`src/design/tgn_params.svh`:
```
`ifndef TGN_PARAMS_SVH
`define TGN_PARAMS_SVH

// register indices
`define TGN_REG_CTRL 8'h20
`define TGN_REG_A_LVL_HI 8'h21
`define TGN_REG_A_LVL_LO 8'h22
`define TGN_REG_B_LVL_HI 8'h23
`define TGN_REG_B_LVL_LO 8'h24

// control field positions
`define TGN_BIT_A_EN 0
`define TGN_BIT_B_EN 1
`define TGN_BIT_A_OVD 4
`define TGN_BIT_B_OVD 5
`define TGN_BIT_OFS_LO 8
`define TGN_BIT_OFS_HI 9

// reset values
`define TGN_RST_CTRL 16'h0000
`define TGN_RST_LVL_HI 16'h1000
`define TGN_RST_LVL_LO 8'h00

// source-select codes seen by the mixers
`define TGN_SRC_TONE_A 8'h04
`define TGN_SRC_TONE_B 8'h05

// tone, sample rate and fifo depth
`define TGN_TONE_HZ 1000
`define TGN_FS_HZ 48000
`define TGN_FIFO_DEPTH 8

`endif

```
`src/design/tgn_pkg.sv`:
```
package tgn_pkg;
  typedef logic signed [23:0] tgn_sample_t;
  typedef logic [31:0] tgn_phase_t;
  typedef logic [7:0] tgn_addr_t;
  typedef logic [15:0] tgn_word_t;
  typedef enum logic [1:0] {
    TGN_DEG_0 = 2'b00,
    TGN_DEG_90 = 2'b01,
    TGN_DEG_180 = 2'b10,
    TGN_DEG_270 = 2'b11
  } tgn_offset_t;
endpackage

```
`src/design/tgn_top.sv`:
```
// Function
// - two tone generators, each giving a continuous 1kHz sinusoid
// - control bit 0 enables generator A, bit 1 enables generator B
// - bits 9:8 advance B's phase over A by 0/90/180/270 degrees
// - bit 4 / bit 5 swap the tone for a constant DC level
// - DC level is 24-bit two's complement, 4 integer, 20 fraction bits
// - 100000h means plus one, f00000h means minus one, full scale
// - level split: upper 16 bits reset 1000h, lower 8 bits reset 00h
// - both generators step on one shared sample-rate tick
// - each generator reachable by its own mixer source-select code
`timescale 1ns/1ps
`default_nettype none
`include "tgn_params.svh"
module tgn_top #(
  parameter int FS_HZ = `TGN_FS_HZ,
  parameter int FIFO_DEPTH = `TGN_FIFO_DEPTH
) (
  input wire logic i_ref_clk,                         // 25 MHz clock
  input wire logic i_rst_n,                           // sync reset, low
  input wire logic i_clk_en,                          // freezes all state
  input wire tgn_pkg::tgn_addr_t i_reg_addr,          // register index
  input wire tgn_pkg::tgn_word_t i_reg_wdata,         // write data
  input wire logic i_reg_wr,                          // write strobe
  input wire logic i_reg_rd,                          // read strobe
  output tgn_pkg::tgn_word_t o_reg_rdata,             // read data
  output logic o_reg_rvalid,                          // read data valid
  input wire logic i_sample_tick,                     // shared rate tick
  input wire logic [7:0] i_mixer_source_select,       // consumer's code
  input wire logic i_out_ready,                       // consumer ready
  output logic o_out_valid,                           // sample pair valid
  output tgn_pkg::tgn_sample_t o_tone_a,              // generator A
  output tgn_pkg::tgn_sample_t o_tone_b,              // generator B
  output tgn_pkg::tgn_sample_t o_sel_sample,          // selected source
  output logic o_sel_hit,                             // code matched
  output logic [$clog2(FIFO_DEPTH+1)-1:0] o_fifo_level // fifo fill
);
  import tgn_pkg::*;

  localparam logic [31:0] PHASE_INC =
    32'(((64'd1 << 32) * 64'(`TGN_TONE_HZ)) / 64'(FS_HZ));
  localparam int CW = $clog2(FIFO_DEPTH+1);

  // register file
  tgn_word_t ctrl_reg, ctrl_next;
  tgn_word_t a_hi_reg, a_hi_next, b_hi_reg, b_hi_next;
  logic [7:0] a_lo_reg, a_lo_next, b_lo_reg, b_lo_next;
  tgn_word_t rdata_reg, rdata_next;
  logic rvalid_reg, rvalid_next;

  // generator state
  tgn_phase_t acc_reg, acc_next;
  logic pend_reg, pend_next;
  logic pend_eff, push, fifo_wr_ready;
  tgn_phase_t phase_a, phase_b;
  tgn_sample_t sine_a, sine_b, samp_a, samp_b, lvl_a, lvl_b;
  logic en_a, en_b, ovd_a, ovd_b;
  tgn_offset_t offset;

  // output stage
  logic fifo_rd_valid, load;
  logic [47:0] fifo_rd_data;
  logic ovalid_reg, ovalid_next, hit_reg, hit_next;
  tgn_sample_t oa_reg, oa_next, ob_reg, ob_next, sel_reg, sel_next;

  always_comb begin
    ctrl_next = ctrl_reg;
    a_hi_next = a_hi_reg;
    a_lo_next = a_lo_reg;
    b_hi_next = b_hi_reg;
    b_lo_next = b_lo_reg;
    if (i_reg_wr) begin
      unique case (i_reg_addr)
        `TGN_REG_CTRL: begin
          ctrl_next = '0;
          ctrl_next[`TGN_BIT_A_EN] = i_reg_wdata[`TGN_BIT_A_EN];
          ctrl_next[`TGN_BIT_B_EN] = i_reg_wdata[`TGN_BIT_B_EN];
          ctrl_next[`TGN_BIT_A_OVD] = i_reg_wdata[`TGN_BIT_A_OVD];
          ctrl_next[`TGN_BIT_B_OVD] = i_reg_wdata[`TGN_BIT_B_OVD];
          ctrl_next[`TGN_BIT_OFS_HI:`TGN_BIT_OFS_LO] =
            i_reg_wdata[`TGN_BIT_OFS_HI:`TGN_BIT_OFS_LO];
        end
        `TGN_REG_A_LVL_HI: a_hi_next = i_reg_wdata;
        `TGN_REG_A_LVL_LO: a_lo_next = i_reg_wdata[7:0];
        `TGN_REG_B_LVL_HI: b_hi_next = i_reg_wdata;
        `TGN_REG_B_LVL_LO: b_lo_next = i_reg_wdata[7:0];
        default: ;
      endcase
    end
    rvalid_next = i_reg_rd;
    rdata_next = '0;
    if (i_reg_rd) begin
      unique case (i_reg_addr)
        `TGN_REG_CTRL: rdata_next = ctrl_reg;
        `TGN_REG_A_LVL_HI: rdata_next = a_hi_reg;
        `TGN_REG_A_LVL_LO: rdata_next = {8'h00, a_lo_reg};
        `TGN_REG_B_LVL_HI: rdata_next = b_hi_reg;
        `TGN_REG_B_LVL_LO: rdata_next = {8'h00, b_lo_reg};
        default: rdata_next = '0;
      endcase
    end
  end

  always_ff @(posedge i_ref_clk) begin
    if (!i_rst_n) begin
      ctrl_reg <= `TGN_RST_CTRL;
      a_hi_reg <= `TGN_RST_LVL_HI;
      a_lo_reg <= `TGN_RST_LVL_LO;
      b_hi_reg <= `TGN_RST_LVL_HI;
      b_lo_reg <= `TGN_RST_LVL_LO;
      rdata_reg <= '0;
      rvalid_reg <= 1'b0;
    end else if (i_clk_en) begin
      ctrl_reg <= ctrl_next;
      a_hi_reg <= a_hi_next;
      a_lo_reg <= a_lo_next;
      b_hi_reg <= b_hi_next;
      b_lo_reg <= b_lo_next;
      rdata_reg <= rdata_next;
      rvalid_reg <= rvalid_next;
    end
  end

  assign en_a = ctrl_reg[`TGN_BIT_A_EN];
  assign en_b = ctrl_reg[`TGN_BIT_B_EN];
  assign ovd_a = ctrl_reg[`TGN_BIT_A_OVD];
  assign ovd_b = ctrl_reg[`TGN_BIT_B_OVD];
  assign offset = tgn_offset_t'(ctrl_reg[`TGN_BIT_OFS_HI:`TGN_BIT_OFS_LO]);
  assign lvl_a = {a_hi_reg, a_lo_reg};
  assign lvl_b = {b_hi_reg, b_lo_reg};

  // one accumulator drives both, so the offset cannot drift
  assign phase_a = acc_reg;
  assign phase_b = acc_reg + {offset, 30'h0};

  tgn_sine u_sine_a (
    .i_phase(phase_a[31:26]),
    .o_sample(sine_a)
  );

  tgn_sine u_sine_b (
    .i_phase(phase_b[31:26]),
    .o_sample(sine_b)
  );

  always_comb begin
    // a tick waits while the fifo is full
    pend_eff = pend_reg || i_sample_tick;
    push = pend_eff && fifo_wr_ready;
    pend_next = pend_eff && !push;
    samp_a = !en_a ? '0 : (ovd_a ? lvl_a : sine_a);
    samp_b = !en_b ? '0 : (ovd_b ? lvl_b : sine_b);
    if (!en_a && !en_b) begin
      acc_next = '0;
    end else if (push) begin
      acc_next = acc_reg + PHASE_INC;
    end else begin
      acc_next = acc_reg;
    end
  end

  always_ff @(posedge i_ref_clk) begin
    if (!i_rst_n) begin
      acc_reg <= '0;
      pend_reg <= 1'b0;
    end else if (i_clk_en) begin
      acc_reg <= acc_next;
      pend_reg <= pend_next;
    end
  end

  tgn_fifo #(
    .WIDTH(48),
    .DEPTH(FIFO_DEPTH)
  ) u_fifo (
    .i_ref_clk(i_ref_clk),
    .i_rst_n(i_rst_n),
    .i_clk_en(i_clk_en),
    .i_wr_valid(push),
    .o_wr_ready(fifo_wr_ready),
    .i_wr_data({samp_a, samp_b}),
    .o_rd_valid(fifo_rd_valid),
    .i_rd_ready(load),
    .o_rd_data(fifo_rd_data),
    .o_count(o_fifo_level)
  );

  always_comb begin
    load = !ovalid_reg || i_out_ready;
    ovalid_next = load ? fifo_rd_valid : ovalid_reg;
    oa_next = oa_reg;
    ob_next = ob_reg;
    sel_next = sel_reg;
    hit_next = hit_reg;
    if (load && fifo_rd_valid) begin
      oa_next = fifo_rd_data[47:24];
      ob_next = fifo_rd_data[23:0];
      hit_next = 1'b1;
      unique case (i_mixer_source_select)
        `TGN_SRC_TONE_A: sel_next = fifo_rd_data[47:24];
        `TGN_SRC_TONE_B: sel_next = fifo_rd_data[23:0];
        default: begin
          sel_next = '0;
          hit_next = 1'b0;
        end
      endcase
    end
  end

  always_ff @(posedge i_ref_clk) begin
    if (!i_rst_n) begin
      ovalid_reg <= 1'b0;
      oa_reg <= '0;
      ob_reg <= '0;
      sel_reg <= '0;
      hit_reg <= 1'b0;
    end else if (i_clk_en) begin
      ovalid_reg <= ovalid_next;
      oa_reg <= oa_next;
      ob_reg <= ob_next;
      sel_reg <= sel_next;
      hit_reg <= hit_next;
    end
  end

  assign o_reg_rdata = rdata_reg;
  assign o_reg_rvalid = rvalid_reg;
  assign o_out_valid = ovalid_reg;
  assign o_tone_a = oa_reg;
  assign o_tone_b = ob_reg;
  assign o_sel_sample = sel_reg;
  assign o_sel_hit = hit_reg;
endmodule
`default_nettype wire

```
`src/design/tgn_sine.sv`:
```
`timescale 1ns/1ps
`default_nettype none
module tgn_sine (
  input wire logic [5:0] i_phase,          // top phase bits
  output tgn_pkg::tgn_sample_t o_sample    // signed sine sample
);
  import tgn_pkg::*;

  // quarter wave, 17 points, +1 scaled to 20-bit fraction
  function automatic logic [19:0] qsin(input logic [4:0] k);
    case (k)
      5'd0: qsin = 20'h00000;
      5'd1: qsin = 20'h1917a;
      5'd2: qsin = 20'h31f17;
      5'd3: qsin = 20'h4a505;
      5'd4: qsin = 20'h61f7c;
      5'd5: qsin = 20'h78ade;
      5'd6: qsin = 20'h8e3a3;
      5'd7: qsin = 20'ha2680;
      5'd8: qsin = 20'hb5056;
      5'd9: qsin = 20'hc5e46;
      5'd10: qsin = 20'hd4dba;
      5'd11: qsin = 20'he1c60;
      5'd12: qsin = 20'hec83d;
      5'd13: qsin = 20'hf4fa7;
      5'd14: qsin = 20'hfb14c;
      5'd15: qsin = 20'hfec46;
      default: qsin = 20'hfffff;
    endcase
  endfunction

  logic [4:0] k;
  tgn_sample_t mag;

  always_comb begin
    // mirror index in the falling quadrants
    k = i_phase[4] ? 5'd16 - {1'b0, i_phase[3:0]} : {1'b0, i_phase[3:0]};
    mag = {4'h0, qsin(k)};
    o_sample = i_phase[5] ? -mag : mag;
  end
endmodule
`default_nettype wire

```
`src/design/tgn_fifo.sv`:
```
`timescale 1ns/1ps
`default_nettype none
module tgn_fifo #(
  parameter int WIDTH = 48,
  parameter int DEPTH = 8
) (
  input wire logic i_ref_clk,                    // clock
  input wire logic i_rst_n,                      // sync reset, low
  input wire logic i_clk_en,                     // freezes state when low
  input wire logic i_wr_valid,                   // write request
  output logic o_wr_ready,                       // space available
  input wire logic [WIDTH-1:0] i_wr_data,        // write word
  output logic o_rd_valid,                       // word available
  input wire logic i_rd_ready,                   // consumer takes word
  output logic [WIDTH-1:0] o_rd_data,            // head word
  output logic [$clog2(DEPTH+1)-1:0] o_count     // fill level
);
  localparam int PW = $clog2(DEPTH);
  localparam int CW = $clog2(DEPTH+1);

  logic [WIDTH-1:0] mem [DEPTH];
  logic [PW-1:0] wr_ptr_reg, wr_ptr_next, rd_ptr_reg, rd_ptr_next;
  logic [CW-1:0] count_reg, count_next;
  logic do_wr, do_rd;

  assign o_wr_ready = (count_reg != CW'(DEPTH));
  assign o_rd_valid = (count_reg != '0);
  assign o_rd_data = mem[rd_ptr_reg];
  assign o_count = count_reg;

  function automatic logic [PW-1:0] bump(input logic [PW-1:0] p);
    bump = (p == PW'(DEPTH-1)) ? '0 : p + 1'b1;
  endfunction

  always_comb begin
    do_wr = i_clk_en && i_wr_valid && o_wr_ready;
    do_rd = i_clk_en && i_rd_ready && o_rd_valid;
    wr_ptr_next = do_wr ? bump(wr_ptr_reg) : wr_ptr_reg;
    rd_ptr_next = do_rd ? bump(rd_ptr_reg) : rd_ptr_reg;
    count_next = count_reg + CW'(do_wr) - CW'(do_rd);
  end

  always_ff @(posedge i_ref_clk) begin
    if (!i_rst_n) begin
      wr_ptr_reg <= '0;
      rd_ptr_reg <= '0;
      count_reg <= '0;
    end else if (i_clk_en) begin
      wr_ptr_reg <= wr_ptr_next;
      rd_ptr_reg <= rd_ptr_next;
      count_reg <= count_next;
    end
  end

  always_ff @(posedge i_ref_clk) begin
    if (do_wr) begin
      mem[wr_ptr_reg] <= i_wr_data;
    end
  end
endmodule
`default_nettype wire

```
`config.mk`:
```
export PLATFORM = sky130hd
export DESIGN_NAME = tgn_top
export DESIGN_NICKNAME = d
export VERILOG_FILES = /design/src/design/tgn_pkg.sv /design/src/design/tgn_top.sv /design/src/design/tgn_sine.sv /design/src/design/tgn_fifo.sv
export VERILOG_INCLUDE_DIRS = /design/src /design/src/design
export SDC_FILE = /design/constraint.sdc
export NUM_CORES = 1
export LEC_CHECK = 0
export ABC_AREA = 1
export BUFFER_PORTS_ARGS = -buffer_cell sky130_fd_sc_hd__buf_2
export CAP_MARGIN = 20
export CELL_PAD_IN_SITES_DETAIL_PLACEMENT = 1
export CELL_PAD_IN_SITES_GLOBAL_PLACEMENT = 1
export CORE_MARGIN = 1
export CORE_UTILIZATION = 49
export CTS_BUF_LIST = sky130_fd_sc_hd__clkbuf_2 sky130_fd_sc_hd__clkbuf_4 sky130_fd_sc_hd__clkbuf_8
export CTS_CLUSTER_SIZE = 25
export DETAILED_ROUTE_END_ITERATION = 10
export PLACE_DENSITY_LB_ADDON = 0.3
export SLEW_MARGIN = 40
export SYNTH_ARGS = -nofsm -noshare
export SYNTH_HDL_FRONTEND = slang
export SYNTH_HIERARCHICAL = 1
export SYNTH_SLANG_ARGS = --single-unit
```
`constraint.sdc`:
```
create_clock -name i_ref_clk -period 5.4 [get_ports i_ref_clk]
set_input_delay 1.08 -clock i_ref_clk [delete_from_list [all_inputs] [get_ports i_ref_clk]]
set_output_delay 1.08 -clock i_ref_clk [all_outputs]
set_load 0.01 [all_outputs]
```
### Word level (Yosys, flattened, before mapping)

Memory sizes are Yosys's and may differ from the RTL's. A register that Yosys moved wholly into a read port is not among the register bits.
Cells that the tools add are included.

* bits in registers: 188
* output and inout port bits: 95
* input bits: 39
* logic and storage cells: 89
* bits in writable memories: 384
* ROM bits: 640
* memories kept: 3

Memories
* u_fifo.mem: depth 8, width 48, rd ports 1, clocked after Yosys merged registers in 1, wr ports 1, RTL line tgn_fifo.sv:21 `logic [WIDTH-1:0] mem [DEPTH];`
* (no name shown): depth 16, width 20, rd ports 1, clocked after Yosys merged registers in 0, wr ports 0, RTL line tgn_sine.sv:11 `case (k)`
* (no name shown): depth 16, width 20, rd ports 1, clocked after Yosys merged registers in 0, wr ports 0, RTL line tgn_sine.sv:11

* multiplexer cells: 22
* add/subtract/negate cells: 10
* reductions and logical operators: 27
* equal/unequal tests: 10

Operators with widths (count)
* $mux 24: 6
* $pmux 16 s5: 1
* $mux 32: 2
* $neg 20->24: 2
* $pmux 24 s2: 1
* $eq 8x6->1 const B: 5
* $mux 20: 2
* $add 32x27->32 const B: 1
* $add 32x32->32: 1
* $eq 8x3->1 const B: 2
* $mux 16: 1
* $reduce_and 3->1: 5
* $mux 3: 4
* $mux 5: 2
* $reduce_and 2->1: 5
* $sub 5x4->5 const A: 2
* $logic_and 1x1->1: 8
* $add 3x1->3 const B: 2
* $eq 3x3->1 const B: 2
* $add 4x1->4: 1
* $logic_not 1->1: 4
* $ne 4x4->1 const B: 1
* $reduce_bool 4->1: 1
* $sub 4x1->4: 1
* other kinds (4): 7

### Depth between registers and ports, before layout

An unclocked memory read counts as a cell.

* word-level depth: 9
* mapped depth: 21
* mapped depth without buffers: 21

### Modules after synthesis

The synthesis kept the hierarchy.

Modules (own cells, without submodules)
* tgn_fifo: cells an instance 1375, area an instance 15947.8 um^2, instances 1
* tgn_top: cells an instance 1370, area an instance 8926.1 um^2, instances 1
* tgn_sine: cells an instance 275, area an instance 1343.8 um^2, instances 2

### Worst setup path after synthesis

Ideal clock, no wire load.

* kind: input to register
* start point: input port i_sample_tick
* end point: memory u_fifo.mem[0][0], enable pin
* library setup time: 454 ps
* required time: 4946 ps
* path slack: 1247 ps
* cell stages on the path: 10
* data arrival time: 3699 ps
* cell sequence: inv_1 -> nand2_1 -> nand2_1 -> inv_1 -> nand2_1 -> inv_1 -> nand2_1 -> inv_1 -> nand2_1 -> nor2_1

* cells in the longest elaborated chain, start to end: 6

Ends and longest elaborated chain
* start, declared: RTL line tgn_top.sv:27 `input wire logic i_sample_tick,`
* $logic_or 1x1->1: RTL line tgn_top.sv:147 `pend_eff = pend_reg || i_sample_tick;`
* $logic_and 1x1->1: RTL line tgn_top.sv:148 `push = pend_eff && fifo_wr_ready;`
* via push: RTL line tgn_top.sv:53 `logic pend_eff, push, fifo_wr_ready;`
* $logic_and 1x1->1 (2 in a row): RTL line tgn_fifo.sv:36 `do_wr = i_clk_en && i_wr_valid && o_wr_ready;`
* $mux 1: RTL line tgn_fifo.sv:56 `if (do_wr) begin`
* $mux 1 (implied by the code): RTL line tgn_fifo.sv:57 `mem[wr_ptr_reg] <= i_wr_data;`
* end, declared: RTL line tgn_fifo.sv:21

The timed path passes the listed nets, and every way through them passes these cells.

### Worst setup path after layout

* start point: register acc_reg[26]
* end point: memory u_fifo.mem[4][36] (data pin)

* cells in the longest elaborated chain, start to end: 8

Ends and longest elaborated chain
* start, declared: RTL line tgn_top.sv:51 `tgn_phase_t acc_reg, acc_next;`
* start signal, assigned: RTL line tgn_top.sv:166 `acc_reg <= acc_next;`
* $sub 5x4->5: RTL line tgn_sine.sv:37 `k = i_phase[4] ? 5'd16 - {1'b0, i_phase[3:0]} : {1'b0, i_phase[3:0]};`
* $mux 5 (*): RTL line tgn_sine.sv:37
* $mem_v2 16x20
* $mux 20 (*): RTL line tgn_sine.sv:11
* $neg 20->24: RTL line tgn_sine.sv:39 `o_sample = i_phase[5] ? -mag : mag;`
* $mux 24 (*): RTL line tgn_sine.sv:39
* via sine_a[12]: RTL line tgn_top.sv:55 `tgn_sample_t sine_a, sine_b, samp_a, samp_b, lvl_a, lvl_b;`
* $mux 24 (*) (2 in a row): RTL line tgn_top.sv:150 `samp_a = !en_a ? '0 : (ovd_a ? lvl_a : sine_a);`
* via samp_a[12]: RTL line tgn_top.sv:55

Mark *: on every way through the listed nets, which the timed path passes. The rest lies on a longest branch.

==> out/metrics.csv <==
stage,metric,value,unit
status,status,finished clean,
timing,finalSetupTns,0,ns
floorplanning,core,55300,um2
setup_path,cpMaxStageDelayCell,dfxtp_1,
synthesis,yosys-top-cells-count,"nand2_1, nor2_1, edfxtp_1",
setup_path,worstSetupEndpointType,flop,
synthesis,yosysMostFrequentCell,nand2_1,
placement,placedCellCount,4053,
floorplanning,die_x,239,um
clock_network,clock_sinks,575,
clock_network,cts.path.max_buffers,3,
synthesis,synth_nets,3363,
power_and_ir_drop,powerDensity,345,nW/um2
placement,dp_hpwl,62100,um
setup_path,worstSetupStartpointType,flop,
power_and_ir_drop,fin_total_pwr,10.6,mW
timing,slew_headroom,0.379,
placement,place.gp.congestion,0.940,
setup_path,crit_family,simple AND/OR/NAND/NOR gates,
setup_path,critPathKind,flop to flop,
synthesis,yosys_warnings,6,
setup_path,crit_chain,inv_1 > ha_1 > nand4_1 > buf_4 > nand3_1 > inv_1 > nand2_1 > o21ai_2 > ha_1 > nand2_1 > nor2_4 > nand3_1 > nand2_2 > nand2_1 > xor2_1 > o21ai_0 > a21oi_1,
layout,area_delta_synth_final,11.8,%
layout,instances_no_fill,4235,
synthesis,syn_area,27600,um2
global_routing,grt_max_degree,157,
synthesis,synth_cell_type_count,42,
setup_path,cpMostUsedCell,nand2_1,
min_path,holdCritPathClass,flop to flop,
clock_network,clk_latency,0.72,ns
global_routing,grt_pass1_vias,24669,
drt,wl_per_cell,21.5,um
setup_path,max_stage_delay,0.53,ns
setup_path,cp_num_buf_inv,3,
setup_path,required,5.81,ns
synthesis,synth_edf_count,384,
floorplanning,initial_core_util,0.498,
synthesis,synth-seq-area-share,0.557,
clock_network,cts_setup_buffers,0,
layout,final_nets,3473,
layout,largest_reg_flops,384,
drt,drtPass1Iterations,5,
timing,slew_viol_final,0,
drt,vias_per_cell,5.61,
clock_network,cts-root-buf,clkbuf_8,
power_and_ir_drop,leakagePower,13.4,nW
setup_path,cp_max_fo,15,
synthesis,synth_top_area_frac,0.418,
drt,postRouteWirelength,91000,um
floorplanning,die_area,57200,um2
flow_run,drv_cap,0,
layout,fillers,6704,
clock_network,numCtsBuffers,97,
synthesis,synth_async_sr_flop_share,0,
floorplanning,num_io_pins,134,
drt,drtIter0Drc,1531,
timing,min_period_over_period,0.794,
timing,period_minus_slack,4.29,ns
placement,port-buffer-count,133,
global_routing,antenna_found_initial,3,
setup_path,worst_ep_arrival_time,4.70,ns
clock_network,post_cts_resized,0,
timing,rsz0062_at_grt,no,
timing,finClkSkew,0.0318,ns
synthesis,synth_flop_cell,edfxtp_1,
synthesis,syn_inst,3295,
timing,setup_viol,0,
drt,vias,23774,
synthesis,synth_area_leader_cell,edfxtp_1,
clock_network,clkTransAtPathRegs,0.06,ns
clock_network,cts_hold_buf,0,
clock_network,htreeDepth,3,
global_routing,grt.overflow.total,0,
timing,worst_slew_pin_slew,0.932,ns
floorplanning,core.rowCount,86,
synthesis,synth_seq_cells,575,
global_routing,grt_pass1_wl,140000,um
drt,drc,0,
clock_network,cts_tree,yes,
synthesis,ys_top_cells_by_area,"edfxtp_1, dfxtp_1, nand2_1",
drt,detail-route-antenna-nets,0,
synthesis,synth_area_per_cell,8.36,um2
layout,drive_above_1_share,0.121,
power_and_ir_drop,peakVddDrop,0.000225,V
timing,hold_viol,0,
floorplanning,fp.dieH,239,um
timing,max_freq,0.233,GHz
global_routing,grt_usage,0.321,
[worst paths after layout]
| check | slack (ns) | endpoint | cells after the start | startpoint |
|---|---|---|---|---|
| worst max-delay path | 1.11 | u_fifo/mem[4][36] | 17 | acc_reg[26] |
| worst min register to register | 0.46 | o_tone_a[4] | 2 | o_tone_a[4] |
| worst max register to register | 1.11 | u_fifo/mem[4][36] | 17 | acc_reg[26] |
| worst min-delay path | 0.46 | o_tone_a[4] | 2 | o_tone_a[4] |
[stage by stage]
stage | worst slack (ns) | hold WS, ns | cell area (um2) | utilization
floorplan | 1.25 | 0.429 | 27600 | -
global placement | 1.53 | 0.439 | 28700 | 0.520
detailed placement | 1.20 | 0.448 | 28800 | 0.521
CTS | 1.19 | 0.463 | 30800 | 0.556
global route | 0.846 | 0.482 | 30800 | 0.557
finish | 1.11 | 0.461 | 30800 | 0.557
[placed cells by master, fill, tap and decap left out, types with 4 or more instances in the layout]
master and n:
nand2_1 815, o21ai_0 256, buf_12 4, o21a_1 26, o21ai_2 7, inv_2 12, clkbuf_4 31, nand2_2 23
nor3_4 4, nand3_2 7, nand3_1 176, buf_4 26, clkinv_1 19, nand2_4 4, xor2_1 15, ha_1 28
o22ai_1 7, a41oi_1 4, dfxtp_1 187, nand4_1 12, clkbuf_8 101, nor2_2 7, edfxtp_1 384, nor3_1 10
inv_1 254, buf_2 133, o21ai_1 85, xnor2_1 8, nor2_1 547, buf_6 5, nand3b_1 8, o21bai_1 4
nor2_4 11, clkinv_2 19, a21oi_2 5, a21oi_1 212
[kinds of logic (layout without fill, tap and decap cells)]
kind of cell / Yosys count / count (layout) / share of synthesized area
buf+inv: 426 / 617 / 0.0646
simple gates: 1631 / 1631 / 0.241
flops: 575 / 575 / 0.557
compound gates: 611 / 611 / 0.116
other cells: 0 / 1 / 0
xor+xnor: 23 / 23 / 0.00731
fa+ha+maj: 29 / 29 / 0.0134
[layout make-up]
cell class | count | area (um2) | share of cell area
Antenna cell | 1 | 2.50 | 0.0000812
Tap cell | 748 | 936 | 0.0304
Clock buffer | 131 | 1620 | 0.0524
Sequential cell | 575 | 15400 | 0.499
Multi-Input combinational cell | 2294 | 10500 | 0.341
Timing Repair Buffer | 169 | 1000 | 0.0326
Inverter | 268 | 1010 | 0.0329
Clock inverter | 49 | 355 | 0.0115
[worst min-delay path, delay by kind of cell, from the launching register on]
kind               cells  cell delay [ns]
and+or+nand+nor        1             0.06
DFF                    1             0.31
AOI/OAI and AO/OA      1             0.05
[per-layer routing]
| layer | global-route usage | wire length [um] |
|---|---|---|
| met1 | 0.407 | 38700 |
| met2 | 0.557 | 44400 |
| met3 | 0.0427 | 5020 |
| met4 | 0.123 | 2940 |
| met5 | 0 | 13 |
[report_power, final]
group	switching [mW]	total [mW]	internal, mW
sequential	0.123	4.93	4.80
combinational	1.26	1.74	0.481
clock	1.86	3.97	2.11
Power figures use the tool's default switching activity.
